[config.mk]
export PLATFORM = sky130hd
export DESIGN_NAME = pwt_top
export DESIGN_NICKNAME = d
export VERILOG_FILES = /design/src/pwt_top.v
export VERILOG_INCLUDE_DIRS = /design/src
export SDC_FILE = /design/constraint.sdc
export NUM_CORES = 1
export LEC_CHECK = 0
export ABC_AREA = 0
export BUFFER_PORTS_ARGS = -buffer_cell sky130_fd_sc_hd__buf_2
export CAP_MARGIN = 20
export CORE_MARGIN = 2
export CORE_UTILIZATION = 30
export DETAILED_ROUTE_END_ITERATION = 6
export PLACE_DENSITY_LB_ADDON = 0.3
export REMOVE_ABC_BUFFERS = 1
export SLEW_MARGIN = 15
export SYNTH_ARGS = -nofsm -noshare
export SYNTH_HDL_FRONTEND = slang
export SYNTH_SLANG_ARGS = --single-unit
[constraint.sdc]
create_clock -name clk -period 2.79 [get_ports clk]
set_input_delay 0.279 -clock clk [delete_from_list [all_inputs] [get_ports clk]]
set_output_delay 0.279 -clock clk [all_outputs]
set_load 0.02 [all_outputs]
[src/pwt_regs.vh]
// register offsets, field positions, reset values and timing counts of the periodic wake-up timer
`ifndef PWT_REGS_VH
`define PWT_REGS_VH

// ****************************************
// register offsets
// ****************************************
`define PWT_ADDR_W 8
`define PWT_OFS_STATUS 8'h1F
`define PWT_OFS_PRESCALE 8'h38
`define PWT_OFS_WAKE_CTRL 8'h39
`define PWT_OFS_RESET_CTRL 8'h3A

// ****************************************
// field positions
// ****************************************
`define PWT_FLAG_BIT 7
`define PWT_ACK_BIT 6
`define PWT_PAGE_BIT 7
`define PWT_FIELD_W 6

// ****************************************
// reset and preset values
// ****************************************
`define PWT_PRESCALE_POR 6'h1F
`define PWT_INTERVAL_RST 6'h3F
`define PWT_COUNTER_MAX 6'h3F

// ****************************************
// prescaler timing, in low-frequency ticks
// ****************************************
`define PWT_PRE_BASE 11'h1F8
`define PWT_PRE_STEP_SHIFT 4
`define PWT_PRE_W 11

`endif

[src/pwt_top.v]
// periodic wake-up timer: prescaler, wake-up and periodic reset counters, register port
`timescale 1ns/1ps
`include "pwt_regs.vh"

// ****************************************
// How it works
// ****************************************
// How it works
// - prescaler period is 504 plus 16 times setting
// - only power-on reset loads prescaler with 31
// - counters increment, fire at interval, return zero
// - reset counter counts wake-up events, thermally blocked ones included
// - status reads zero right after an event
// - coinciding reset suppresses the wake-up interrupt
// - thermal out-of-range blocks both outputs while thermal restart is enabled
// - counters keep running and readable while blocked
// - wake-up interrupt ignores global interrupt mask
// - wake flag sets on interrupt, reset clears
// - ack bit clears flag, reads zero
// - wake interval gives 1 to 63 ticks
// - changed wake interval restarts timeout
// - zero wake interval disables, divider forced maximum
// - never both intervals zero; zero disables reset
// - every reset presets wake interval to 63
// - reset flag sets, ack or power-on clears
// - reset interval preset 63, 1 to 63
// - page bit selects counter shown in status

module pwt_top (
  // clock and reset
  input wire clk,
  input wire sys_rst,
  input wire por,
  // low-frequency tick, one cycle per millisecond
  input wire lfo_tick,
  // thermal restart state
  input wire thermal_restart_en,
  input wire thermal_out_of_range,
  // register port
  input wire [`PWT_ADDR_W-1:0] reg_addr,
  input wire [7:0] reg_wdata,
  input wire reg_wr,
  input wire reg_rd,
  output reg [7:0] reg_rdata,
  // events to the core
  output reg wake_interrupt,
  output reg periodic_reset_req
);

  // ****************************************
  // state
  // ****************************************
  reg [`PWT_FIELD_W-1:0] prescale_setting;
  reg [`PWT_FIELD_W-1:0] wake_interval;
  reg [`PWT_FIELD_W-1:0] reset_interval;
  reg [`PWT_FIELD_W-1:0] wake_cnt;
  reg [`PWT_FIELD_W-1:0] reset_cnt;
  reg [`PWT_PRE_W-1:0] pre_cnt;
  reg wake_flag;
  reg periodic_reset_flag;
  reg page_sel;

  // ****************************************
  // write decode
  // ****************************************
  wire wr_prescale = reg_wr && (reg_addr == `PWT_OFS_PRESCALE);
  wire wr_wake = reg_wr && (reg_addr == `PWT_OFS_WAKE_CTRL);
  wire wr_reset = reg_wr && (reg_addr == `PWT_OFS_RESET_CTRL);
  wire wr_status = reg_wr && (reg_addr == `PWT_OFS_STATUS);
  wire [`PWT_FIELD_W-1:0] wr_field = reg_wdata[`PWT_FIELD_W-1:0];
  wire wr_zero = (wr_field == {`PWT_FIELD_W{1'b0}});

  // a zero write is refused while the other interval is already zero
  wire wake_write_ok = wr_wake && !(wr_zero && (reset_interval == {`PWT_FIELD_W{1'b0}}));
  wire reset_write_ok = wr_reset && !(wr_zero && (wake_interval == {`PWT_FIELD_W{1'b0}}));
  // rewriting the held value must not disturb counting
  wire wake_change = wake_write_ok && (wr_field != wake_interval);
  wire reset_change = reset_write_ok && (wr_field != reset_interval);

  // ****************************************
  // prescaler
  // ****************************************
  wire [`PWT_PRE_W-1:0] pre_period =
    `PWT_PRE_BASE + ({{(`PWT_PRE_W-`PWT_FIELD_W){1'b0}}, prescale_setting} << `PWT_PRE_STEP_SHIFT);
  wire wclk = lfo_tick && (pre_cnt == pre_period - 11'h001);

  always @(posedge clk) begin
    if (sys_rst || wake_change) begin
      pre_cnt <= {`PWT_PRE_W{1'b0}};
    end else if (wclk) begin
      pre_cnt <= {`PWT_PRE_W{1'b0}};
    end else if (lfo_tick) begin
      // a setting lowered below the count wraps once through the full range
      pre_cnt <= pre_cnt + 11'h001;
    end
  end

  // ****************************************
  // wake-up counter
  // ****************************************
  wire wake_enabled = (wake_interval != {`PWT_FIELD_W{1'b0}});
  wire [`PWT_FIELD_W-1:0] wake_cnt_inc = wake_cnt + 6'h01;
  wire wake_event = wclk && wake_enabled && (wake_cnt_inc == wake_interval);

  always @(posedge clk) begin
    if (sys_rst) begin
      wake_cnt <= {`PWT_FIELD_W{1'b0}};
    end else if (wake_write_ok && wr_zero) begin
      wake_cnt <= `PWT_COUNTER_MAX;
    end else if (wake_change) begin
      wake_cnt <= {`PWT_FIELD_W{1'b0}};
    end else if (!wake_enabled) begin
      wake_cnt <= `PWT_COUNTER_MAX;
    end else if (wake_event) begin
      wake_cnt <= {`PWT_FIELD_W{1'b0}};
    end else if (wclk) begin
      // runs on regardless of thermal blocking
      wake_cnt <= wake_cnt_inc;
    end
  end

  // ****************************************
  // periodic reset counter, clocked by wake-up events
  // ****************************************
  wire reset_enabled = (reset_interval != {`PWT_FIELD_W{1'b0}});
  wire [`PWT_FIELD_W-1:0] reset_cnt_inc = reset_cnt + 6'h01;
  wire reset_event = wake_event && reset_enabled && (reset_cnt_inc == reset_interval);

  always @(posedge clk) begin
    if (sys_rst || reset_change || !reset_enabled) begin
      reset_cnt <= {`PWT_FIELD_W{1'b0}};
    end else if (reset_event) begin
      reset_cnt <= {`PWT_FIELD_W{1'b0}};
    end else if (wake_event) begin
      reset_cnt <= reset_cnt_inc;
    end
  end

  // ****************************************
  // event gating
  // ****************************************
  wire thermal_block = thermal_restart_en && thermal_out_of_range;
  wire fire_reset = reset_event && !thermal_block;
  // the reset wins a coincidence, so its wake-up event is dropped
  wire fire_wake = wake_event && !reset_event && !thermal_block;

  // ****************************************
  // control registers
  // ****************************************
  always @(posedge clk) begin
    if (sys_rst && por) begin
      prescale_setting <= `PWT_PRESCALE_POR;
    end else if (wr_prescale) begin
      prescale_setting <= wr_field;
    end
  end

  always @(posedge clk) begin
    if (sys_rst) begin
      wake_interval <= `PWT_INTERVAL_RST;
      reset_interval <= `PWT_INTERVAL_RST;
    end else begin
      if (wake_write_ok) begin
        wake_interval <= wr_field;
      end
      if (reset_write_ok) begin
        reset_interval <= wr_field;
      end
    end
  end

  always @(posedge clk) begin
    if (sys_rst && por) begin
      page_sel <= 1'b0;
    end else if (wr_status) begin
      page_sel <= reg_wdata[`PWT_PAGE_BIT];
    end
  end

  // ****************************************
  // flags: a new event wins over an ack in the same cycle
  // ****************************************
  always @(posedge clk) begin
    if (sys_rst) begin
      wake_flag <= 1'b0;
    end else if (fire_wake) begin
      wake_flag <= 1'b1;
    end else if (wr_wake && reg_wdata[`PWT_ACK_BIT]) begin
      wake_flag <= 1'b0;
    end
  end

  always @(posedge clk) begin
    if (sys_rst && por) begin
      periodic_reset_flag <= 1'b0;
    end else if (fire_reset) begin
      periodic_reset_flag <= 1'b1;
    end else if (wr_reset && reg_wdata[`PWT_ACK_BIT]) begin
      periodic_reset_flag <= 1'b0;
    end
  end

  // ****************************************
  // outputs
  // ****************************************
  always @(posedge clk) begin
    if (sys_rst) begin
      wake_interrupt <= 1'b0;
      periodic_reset_req <= 1'b0;
    end else begin
      // dedicated line, no global mask sits in its path
      wake_interrupt <= (wake_flag || fire_wake) && !(wr_wake && reg_wdata[`PWT_ACK_BIT] && !fire_wake);
      periodic_reset_req <= fire_reset;
    end
  end

  // ****************************************
  // read port, data one cycle after the strobe
  // ****************************************
  reg [7:0] next_rdata;

  always @* begin
    next_rdata = 8'h00;
    case (reg_addr)
      `PWT_OFS_PRESCALE: begin
        next_rdata = {2'b00, prescale_setting};
      end
      `PWT_OFS_WAKE_CTRL: begin
        next_rdata = {wake_flag, 1'b0, wake_interval};
      end
      `PWT_OFS_RESET_CTRL: begin
        next_rdata = {periodic_reset_flag, 1'b0, reset_interval};
      end
      `PWT_OFS_STATUS: begin
        next_rdata = {page_sel, 1'b0, page_sel ? reset_cnt : wake_cnt};
      end
      default: begin
        next_rdata = 8'h00;
      end
    endcase
  end

  always @(posedge clk) begin
    if (sys_rst) begin
      reg_rdata <= 8'h00;
    end else if (reg_rd) begin
      reg_rdata <= next_rdata;
    end else begin
      reg_rdata <= 8'h00;
    end
  end

endmodule // pwt_top
==> results of run 1 <==
[power breakdown]
part | internal (mW) | switching [mW]
Sequential | 0.760 | 0.00370
Combinational | 0.0312 | 0.0464
Clock | 0.179 | 0.270
[per-layer routing]
layer	vias up	global-route usage (%)
met5	-	0
met4	0	2.95
met3	6	2.18
met2	49	22.2
met1	1274	19.5
li1	1323	-
[layout by cell type, fill, tap and decap left out, types with 3 or more instances in the layout]
| cell type | n |
|---|---|
| a21oi_1 | 15 |
| a32o_1 | 4 |
| and2_1 | 3 |
| and3_1 | 8 |
| buf_2 | 32 |
| buf_4 | 10 |
| clkbuf_8 | 5 |
| dfxtp_1 | 51 |
| ha_1 | 4 |
| inv_1 | 6 |
| mux2i_1 | 32 |
| nand2_1 | 37 |
| nand2b_1 | 5 |
| nand3_1 | 9 |
| nand3b_1 | 3 |
| nand4_1 | 8 |
| nand4b_1 | 3 |
| nor2_1 | 40 |
| nor3_1 | 7 |
| nor4_1 | 3 |
| o211ai_1 | 3 |
| o21ai_0 | 8 |
| o22ai_1 | 6 |
| xnor2_1 | 28 |
| xor2_1 | 20 |
[worst max-delay path: cells and delay by family, from the launching register on]
family,cells,cell delay [ns]
fa+ha+maj,1,0.30
flops,1,0.33
compound gates,1,0.13
buf+inv,1,0.05
simple gates,5,1.63
xor+xnor,1,0.13
[Yosys cell counts (3+ instances only)]
library cell,n
nor4_1,4
o21ai_0,8
xor2_1,20
a32o_1,4
inv_1,6
nand4b_1,3
dfxtp_1,53
ha_1,4
a21oi_1,15
nand3_1,9
nand4_1,8
xnor2_1,28
nand3b_1,3
nor2b_1,3
mux2i_1,32
clkbuf_1,16
and2_1,3
nor2_1,40
nand2b_1,5
o211ai_1,3
nand2_1,37
nor3_1,8
and3_1,8
o22ai_1,6
[final cells by class]
class	instances	area (um2)	area share [%]
clock buffers	5	68.8	1.97
clock inverters	3	21.3	0.609
inverters	6	22.5	0.645
multi-input cells	282	1920	54.8
flip-flops and latches	53	1060	30.4
well taps	133	166	4.76
repair buffers	42	235	6.73
[flip-flops by register name (all words and copies together) (netlist names)]
signal / cells
page_sel: 1
wake_interrupt: 1
prescale_setting: 6
reset_interval: 6
periodic_reset_flag: 1
wake_cnt: 6
wake_flag: 1
periodic_reset_req: 1
reset_cnt: 6
reg_rdata: 7
wake_interval: 6
pre_cnt: 11
[kinds of logic after synthesis]
kind of cell	count (synthesis)	share of synthesized area, %
xor+xnor	49	14.5
buf+inv	26	3.56
other cells	1	0.123
flops	53	34.7
simple gates	144	24.0
compound gates	51	11.0
fa+ha+maj	4	1.64
mux	32	10.5
[worst paths after layout]
check	from	endpoint	slack, ns	depth (start not counted)
setup / recovery	prescale_setting[0]$_SDFFE_PP1P_	wake_cnt[0]$_SDFFE_PP0P_	0.16	9
setup reg to reg	prescale_setting[0]$_SDFFE_PP1P_	wake_cnt[0]$_SDFFE_PP0P_	0.16	9
hold / removal	por	prescale_setting[5]$_SDFFE_PP0P_	0.17	2
hold reg to reg	wake_flag$_SDFFE_PP0P_	reg_rdata[7]$_SDFF_PP0_	0.47	2
==> results by group, run 1 <==
Pwr
  • Overall Power: 1.29 mW
  • Pwr/cell area: 369 nW/um2
  • Leak: 1.34 nW
  • Maximum vdd drop: 189 uV

Die
  • Rows: 36
  • Core Region: 9820 um2
  • Die Span Y: 105 um
  • Initial Util: 31.1%
  • Die ar.: 11,000 um2
  • Die Wd: 105 um
  • Ports: 34

Final layout
  • Post-Layout Cell Count: 524
  • Post-layout util: 35.6%
  • P&R area growth vs syn: 14.3%
  • Final instance area: 3490 um2
  • Final net count: 418
  • Ratio of cells with drive above 1 in the final layout: 15.9%
  • Ant diodes: 0
  • Fill cell count: 1,074

STA
  • Fin Setup TNS: 0 ns
  • Hold_ws: 0.165 ns
  • Pins Over Slew Limit: 0
  • Slew @ Worst Pin: 0.560 ns
  • Clk_skew: 0.00827 ns
  • Final min period: 2.63 ns
  • RSZ-0062 raised after global routing: false
  • Setup violators final: 0
  • Max-slew headroom: 62.6%
  • Hold violation total from the final report: 0
  • Worst Slack Setup Final: 0.159 ns
  • Fmax: 0.380 GHz
  • Final Cycle Share: 94.3%

Logic synthesis
  • Post-Syn Area: 3060 um2
  • Post-synth top area share: 34.7%
  • EDFF count, synth: 0
  • Syn Area/Cell: 8.49 um2
  • Synth Warn #: 0
  • Synthesized instance count: 360
  • Synth top area cells: dfxtp_1 (35%), mux2i_1 (10%), xnor2_1 (8.0%)
  • Post-synth top area cell: dfxtp_1
  • Sequential share of the synthesized area: 34.7%
  • Top FF cell, synth: dfxtp_1
  • Post-synthesis cell type count: 51
  • Synthesized flop and latch total: 53
  • Post-synthesis async set-or-reset flop share: 0%

Placed design
  • DP Area: 3370 um2
  • Buffers on Ports: 32
  • Post-DP HPWL: 5830 um
  • Post-place setup slack: 0.0541 ns
  • GPL Wtd Cong: 0.850
  • Placed cells: 515

Global route
  • Largest net degree at the start of global routing: 18
  • Global route overflow: 0
  • Total GRT Usage: 13.8%
  • Initial antenna violation count: 0
  • Global-route wire length before repair: 12,400 um
  • Vias in the first global route: 2,468

Clocking
  • Post-CTS Resized: 0
  • Worst-skew pair later-pin latency: 0.31 ns
  • Worst-path clk slew: 0.10 ns
  • Post-CTS setup buffers: 0
  • Clock sink total: 53
  • TritonCTS clock tree: done
  • H-tree levels: 2
  • CTS Buf Count: 5
  • Clock Tree Buf Depth: 2
  • Hold-fix buffers, CTS: 0
  • Root Buffer: clkbuf_8

Route
  • Met2 routed WL: 3500 um
  • Avg WL per Cell: 14.7 um
  • DR vias/cell: 5.06
  • Initial DRC count: 97
  • Highest Signal Layer: met4
  • Via count: 2,652
  • ANT nets after route: 0
  • Routed wire length: 7680 um
  • Wire length on met1: 3870 um
  • DRC violations left: 0
  • Met3 wire len: 253 um
  • First drt pass iteration count: 4

Job
  • Max-cap violation count: 0

Run status
  • Status: finished clean

Setup path
  • Worst stage delay on the critical path: 0.47 ns
  • Critical path class: register to register
  • Slowest library cell on the worst path: or4_1
  • CP Data Arrival Time: 2.88 ns
  • CP Capture Type: register
  • Sequence of cells on the critical path: inv_1 -> ha_1 -> xor2_1 -> nand4b_1 -> or4_4 -> or3_4 -> and3b_2 -> or4_1 -> a21oi_1
  • Critical path startpoint category: register
  • Required @ worst endpoint: 3.04 ns
  • CP max FO: 5

Worst hold path
  • HP Class: input port to register
Note: power is estimated with default switching activity, not from simulation.
==> run 2: changes to the inputs <==
Settings changed: RECOVER_POWER set to 50, TNS_END_PERCENT set to 20.
==> run 2 against run 1 <==
Net effect:
- cell count stayed put
- non-clock buffer count stayed put
- sequential share of layout area is 0.18 points higher
- critical path depth stayed put
- via count is 0.45% lower
- worst hold slack hardly changed
- count of clock-buffer cells in the layout stayed put
- critical endpoint unchanged
- largest cell class unchanged
- largest power group unchanged
==> results by group, run 2 (synthesized netlist as in run 1, its figures left out) <==
Run status
  • Status: finished clean

Placed design
  • Post-place setup slack: 0.0541 ns (unchanged)
  • DP Area: 3370 um2 (unchanged)
  • Post-DP HPWL: 5830 um (unchanged)
  • Buffers on Ports: 32 (unchanged)
  • Placed cells: 515 (unchanged)
  • GPL Wtd Cong: 0.850 (unchanged)

Final layout
  • Commonest non-fill, non-tap cell in the layout: dfxtp_1
  • Post-Layout Cell Count: 524 (unchanged)
  • Ant diodes: 0 (unchanged)
  • Final instance area: 3470 um2 (-0.57%)
  • Multi-input gate area: 1920 um2 (unchanged)
  • Register area: 1060 um2 (unchanged)
  • Top reg by flops: pre_cnt
  • Biggest regs: pre_cnt (11), reg_rdata (7)
  • P&R area growth vs syn: 13.6%
  • Fill cell count: 1,085 (+1.0%)
  • Ratio of cells with drive above 1 in the final layout: 12.8% (-3.1 points)
  • Largest register FFs: 11 (unchanged)
  • Most frequent cells in the layout: dfxtp_1 (51), nor2_1 (40), nand2_1 (37)
  • Final net count: 418 (unchanged)

Setup path
  • CP startpoint: prescale_setting[0]$_SDFFE_PP1P_
  • CP Data Arrival Time: 2.87 ns (about the same)
  • Critical path class: register to register
  • Critical path startpoint category: register
  • Required @ worst endpoint: 3.04 ns (about the same)
  • CP max FO: 5 (unchanged)
  • Worst r2r src: prescale_setting[0]$_SDFFE_PP1P_
  • CP Capture Type: register

Route
  • First drt pass iteration count: 4 (unchanged)
  • Initial DRC count: 98 (+1.0%)
  • ANT nets after route: 0 (unchanged)
  • DRC violations left: 0 (unchanged)
  • DR vias/cell: 5.04 (-0.45%)
  • Avg WL per Cell: 14.6 um (-0.18%)
  • Routed wire length: 7660 um (-0.18%)
  • Via count: 2,640 (-0.45%)

STA
  • Worst Slack Setup Final: 0.162 ns (+0.00283 ns)
  • Max-slew headroom: 50.8% (-12 points)
  • Pins Over Slew Limit: 0 (unchanged)
  • Final min period: 2.63 ns (-0.00283 ns)
  • Final Cycle Share: 94.2% (-0.10 points)
  • Slew @ Worst Pin: 0.738 ns (+0.178 ns)
  • Hold violation total from the final report: 0 (unchanged)
  • Fmax: 0.381 GHz (+0.11%)
  • RSZ-0062 raised after global routing: false
  • Clk_skew: 0.00935 ns (+0.00108 ns)
  • Fin Setup TNS: 0 ns (unchanged)
  • Setup violators final: 0 (unchanged)

Clocking
  • Clock sink total: 53 (unchanged)
  • TritonCTS clock tree: done
  • Post-CTS setup buffers: 0 (unchanged)
  • Worst-skew pair later-pin latency: 0.31 ns (about the same)
  • Post-CTS Resized: 0 (unchanged)
  • Hold-fix buffers, CTS: 0 (unchanged)
  • Root Buffer: clkbuf_8
  • Worst-path clk slew: 0.10 ns (about the same)
  • CTS Buf Count: 5 (unchanged)
  • Clock Tree Buf Depth: 2 (unchanged)
  • H-tree levels: 2 (unchanged)

Pwr
  • Pwr/cell area: 371 nW/um2 (+0.53%)
  • NetSw: 320 uW (-0.13%)
  • Maximum vdd drop: 191 uV (+0.70%)
  • Leak: 1.29 nW (-3.8%)
  • Sw frac: 24.8% (about the same)
  • Seq pwr share: 59.2% (about the same)
  • Int Pwr: 970 uW (about the same)
  • Clock power share: 34.8% (about the same)
  • Combinational cell fraction of total power: 6.0% (about the same)

Global route
  • Initial antenna violation count: 0 (unchanged)
  • Total GRT Usage: 13.8% (unchanged)
  • Global route overflow: 0 (unchanged)
  • Global-route wire length before repair: 12,400 um (unchanged)
  • Vias in the first global route: 2,468 (unchanged)
  • Largest net degree at the start of global routing: 18 (unchanged)

Die
  • Rows: 36 (unchanged)
  • Ports: 34 (unchanged)
  • Initial Util: 31.1% (unchanged)
  • Die Wd: 105 um (unchanged)
  • Die Span Y: 105 um (unchanged)
  • Die ar.: 11,000 um2 (unchanged)
  • Core Region: 9820 um2 (unchanged)

Worst hold path
  • Hold_sp: por
  • HP Class: input port to register

Job
  • Max-cap violation count: 0 (unchanged)
-- run 2: per-layer routing --
layer	vias up	track usage (%)	share of wire [%]	wire (um)
li1	1324	-	-	-
met1	1264	19.5	50	3870
met2	48	22.2	46	3510
met3	4	2.18	3.0	233
met4	0	2.95	0.69	53
met5	-	0	0	0
-- run 2: stage by stage --
| stage | hold slack [ns] | util (%) | total power [mW] |
|---|---|---|---|
| 2_1_floorplan | 0.348 | - | 0.816 |
| 3_5_place_dp | 0.460 | 34.3 | 0.860 |
| 4_1_cts | 0.165 | 35.3 | 1.31 |
| 5_1_grt | 0.150 | 35.4 | 1.36 |
| 6_report | 0.165 | 35.4 | 1.29 |
| 3_3_place_gp | 0.456 | 34.3 | 0.858 |
-- run 2: path summary, 6_finish.rpt --
path | end | slack, ns | cells past startpoint
setup / recovery | wake_cnt[0]$_SDFFE_PP0P_ | 0.16 | 9
hold / removal | prescale_setting[5]$_SDFFE_PP0P_ | 0.17 | 2
hold reg to reg | reg_rdata[7]$_SDFF_PP0_ | 0.48 | 2
setup reg to reg | wake_cnt[0]$_SDFFE_PP0P_ | 0.16 | 9
-- run 2: power by group through the flow --
stage | clock, mW | combinational [mW] | sequential, mW
6_report | 0.449 | 0.0777 | 0.764
5_1_grt | 0.504 | 0.0871 | 0.764
4_1_cts | 0.468 | 0.0786 | 0.764
3_5_place_dp | 0 | 0.0784 | 0.781
3_3_place_gp | 0 | 0.0767 | 0.781
2_1_floorplan | 0 | 0.0352 | 0.780
-- run 2: layout make-up --
cell class	instances	share of cell area (%)
Clock buffer	5	1.98
Clock inverter	3	0.612
Timing Repair Buffer	42	6.20
Sequential cell	53	30.6
Inverter	6	0.648
Tap cell	133	4.79
Multi-Input combinational cell	282	55.2
-- run 2: worst max-delay path: stages (launching register included) --
cell and delay, ns:
dfxtp_2 0.33, inv_1 0.05, ha_1 0.30, xor2_1 0.13, nand4b_1 0.10, or4_4 0.45
or3_4 0.36, and3b_2 0.25, or4_1 0.46, a21oi_1 0.13
==> run 3: changes to the inputs <==
Settings changed: ABC_AREA 0 to 1, PLACE_DENSITY_LB_ADDON 0.3 to unset.
==> run 3 against run 2 <==
Net effect:
- utilization fell by 1.1 points
- sequential power barely moved
- critical endpoint is now reset_cnt[2]$_SDFFE_PP0P_
- first-iteration DRC count up 120%
- design area increased by 1.9%
- non-clock buffer count is 9 lower
- largest cell class unchanged
==> results by group, run 3 <==
Die
  • Ports: 34 (unchanged)
  • Die Span Y: 107 um (+2.2%)
  • Rows: 37 (+2.8%)
  • Core Region: 10,300 um2 (+5.1%)
  • Die ar.: 11,500 um2 (+4.5%)
  • Die Wd: 107 um (+2.2%)
  • Initial Util: 31.0% (-0.14 points)

STA
  • Final Cycle Share: 78.2% (-16 points)
  • RSZ-0062 raised after global routing: false
  • Setup violators final: 0 (unchanged)
  • Slew @ Worst Pin: 1.22 ns (+0.478 ns)
  • Worst Slack Setup Final: 0.608 ns (+0.446 ns)
  • Fmax: 0.458 GHz (+20%)
  • Hold violation total from the final report: 0 (unchanged)
  • Fin Setup TNS: 0 ns (unchanged)
  • Max-slew headroom: 18.2% (-33 points)
  • Clk_skew: 0.0112 ns (+0.00185 ns)
  • Final min period: 2.18 ns (-0.446 ns)
  • Pins Over Slew Limit: 0 (unchanged)

Pwr
  • Overall Power: 1.29 mW (+0.27%)
  • Maximum vdd drop: 170 uV (-11%)
  • Leak: 1.62 nW (+26%)
  • Pwr/cell area: 365 nW/um2 (-1.6%)

Logic synthesis
  • Post-Syn Area: 3200 um2 (+4.7%)
  • Top-count cell post-synth: nand2_1
  • Sequential share of the synthesized area: 33.2% (-1.5 points)
  • Post-synthesis cell type count: 34 (-33%)
  • Post-synthesis async set-or-reset flop share: 0% (unchanged)
  • Synth top area cells: dfxtp_1 (33%), nand2_1 (17%), inv_1 (7.0%)
  • Synthesized instance count: 487 (+35%)
  • Post-synth top area cell: dfxtp_1
  • EDFF count, synth: 0 (unchanged)
  • Top FF cell, synth: dfxtp_1
  • Post-synth top area share: 33.2% (-1.5 points)
  • Synthesized flop and latch total: 53 (unchanged)
  • Synth cell count leaders: nand2_1 (141), inv_1 (60), dfxtp_1 (53)
  • Synth Warn #: 0 (unchanged)
  • Syn Area/Cell: 6.57 um2 (-23%)

Clocking
  • Clock sink total: 53 (unchanged)
  • Root Buffer: clkbuf_8
  • Worst-skew pair later-pin latency: 0.32 ns (about the same)
  • Worst-path clk slew: 0.10 ns (about the same)
  • Hold-fix buffers, CTS: 0 (unchanged)
  • Post-CTS Resized: 0 (unchanged)
  • Clock Tree Buf Depth: 2 (unchanged)
  • Post-CTS setup buffers: 0 (unchanged)
  • H-tree levels: 2 (unchanged)
  • TritonCTS clock tree: done
  • CTS Buf Count: 5 (unchanged)

Global route
  • Global route overflow: 0 (unchanged)
  • M1 GR Usage: 21.7% (+2.1 points)
  • Vias in the first global route: 2,891 (+17%)
  • Initial antenna violation count: 0 (unchanged)
  • GR peak layer: met2
  • Met2 Track Usage GR: 23.6% (+1.4 points)
  • Global-route wire length before repair: 13,900 um (+13%)
  • Met3 usage: 2.12% (-0.065 points)
  • Largest net degree at the start of global routing: 20 (+2)
  • Total GRT Usage: 15.0% (+1.2 points)

Route
  • DRC violations left: 0 (unchanged)
  • Avg WL per Cell: 12.8 um (-13%)
  • Via count: 3,171 (+20%)
  • DR vias/cell: 4.84 (-3.9%)
  • ANT nets after route: 0 (unchanged)
  • Initial DRC count: 214 (+120%)
  • First drt pass iteration count: 5 (+1)
  • Routed wire length: 8360 um (+9.1%)

Setup path
  • CP Data Arrival Time: 2.40 ns (-0.47 ns)
  • Delay-heaviest family, CP: simple AND/OR/NAND/NOR gates
  • Worst stage delay on the critical path: 0.49 ns (+0.03 ns)
  • Slowest library cell on the worst path: dfxtp_1
  • CP Capture Type: register
  • Critical path startpoint category: register
  • Sequence of cells on the critical path: ha_1 -> nand2_1 -> nand2_1 -> nand2_1 -> nand2_1 -> nand2_1 -> nor2_1 -> nand2_1 -> nor2_1 -> nand2_2 -> inv_2 -> nand2_1 -> nand3_2 -> a21oi_1
  • Critical path class: register to register
  • Required @ worst endpoint: 3.01 ns (-0.03 ns)
  • CP max FO: 13 (+8)
  • CP dominant cell by count: nand2_1
  • WP buf/inv: 1 (unchanged)

Placed design
  • DP Area: 3480 um2 (+3.1%)
  • GPL Wtd Cong: 0.862 (+1.4%)
  • Post-place setup slack: 0.642 ns (+0.588 ns)
  • Buffers on Ports: 32 (unchanged)
  • Post-DP HPWL: 6660 um (+14%)

Worst hold path
  • HP Class: input port to register

Final layout
  • Final instance area: 3540 um2 (+1.9%)
  • Post-layout util: 34.3% (-1.1 points)
  • Fill cell count: 1,121 (+3.3%)
  • Most frequent cells in the layout: nand2_1 (141), inv_1 (60), dfxtp_1 (53)
  • Ant diodes: 0 (unchanged)
  • Ratio of cells with drive above 1 in the final layout: 9.83% (-3.0 points)
  • Biggest regs: pre_cnt (11), reg_rdata (7)
  • Largest register FFs: 11 (unchanged)
  • Final net count: 546 (+31%)
  • Commonest non-fill, non-tap cell in the layout: nand2_1
  • P&R area growth vs syn: 10.6%
  • Top reg by flops: pre_cnt

Run status
  • Status: finished clean

Job
  • Max-cap violation count: 0 (unchanged)
## run 3: worst register-to-register path, delay by kind of cell (launching register included)
kind	cells	cell delay, ns
buf+inv	1	0.18
simple gates	11	1.05
fa+ha+maj	1	0.30
compound gates	1	0.06
flops	1	0.49
## run 3: path summary, 6_finish.rpt
| path | to | slack (ns) | startpoint | depth (start not counted) |
|---|---|---|---|---|
| min reg2reg | periodic_reset_flag$_SDFFE_PP0P_ | 0.49 | periodic_reset_flag$_SDFFE_PP0P_ | 2 |
| max reg2reg | reset_cnt[2]$_SDFFE_PP0P_ | 0.61 | wake_cnt[0]$_SDFFE_PP0P_ | 14 |
| min | wake_flag$_SDFFE_PP0P_ | 0.19 | sys_rst | 2 |
| max | reset_cnt[2]$_SDFFE_PP0P_ | 0.61 | wake_cnt[0]$_SDFFE_PP0P_ | 14 |
## run 3: cell families after synthesis
group | Yosys count | share of synthesized area [%]
xor gates and xnor gates | 26 | 7.12
other | 1 | 0.117
adders and majority gates | 4 | 1.56
DFF | 53 | 33.2
AOI/OAI and AO/OA | 78 | 14.2
buffers and inverters | 78 | 9.97
muxes | 1 | 0.313
and+or+nand+nor | 246 | 33.5
## run 3: metrics by stage
| stage | hold WS [ns] | std cells |
|---|---|---|
| finish | 0.192 | 655 |
| global placement | 0.479 | 647 |
| CTS | 0.183 | 655 |
| global route | 0.200 | 655 |
| floorplan | 0.348 | 478 |
| detailed placement | 0.476 | 647 |
## run 3: per-layer routing
metal | wire [um] | part of all wire, %
met5 | 0 | 0
met4 | 87 | 1.0
met3 | 416 | 5.0
met2 | 3620 | 43
met1 | 4230 | 51
## run 3: final cells by class
cell class,instances,area [um2],share of cell area [%]
inverters,69,259,7.32
multi-input cells,356,1810,51.0
well taps,136,170,4.81
repair buffers,33,156,4.42
clock buffers,6,72.6,2.05
clock inverters,2,15.0,0.424
flip-flops and latches,53,1060,30.0
## run 3: report_power, final
group / internal, mW / switching, mW
registers: 0.760 / 0.00390
logic: 0.0296 / 0.0527
clock network: 0.178 / 0.269
total: 0.967 / 0.326
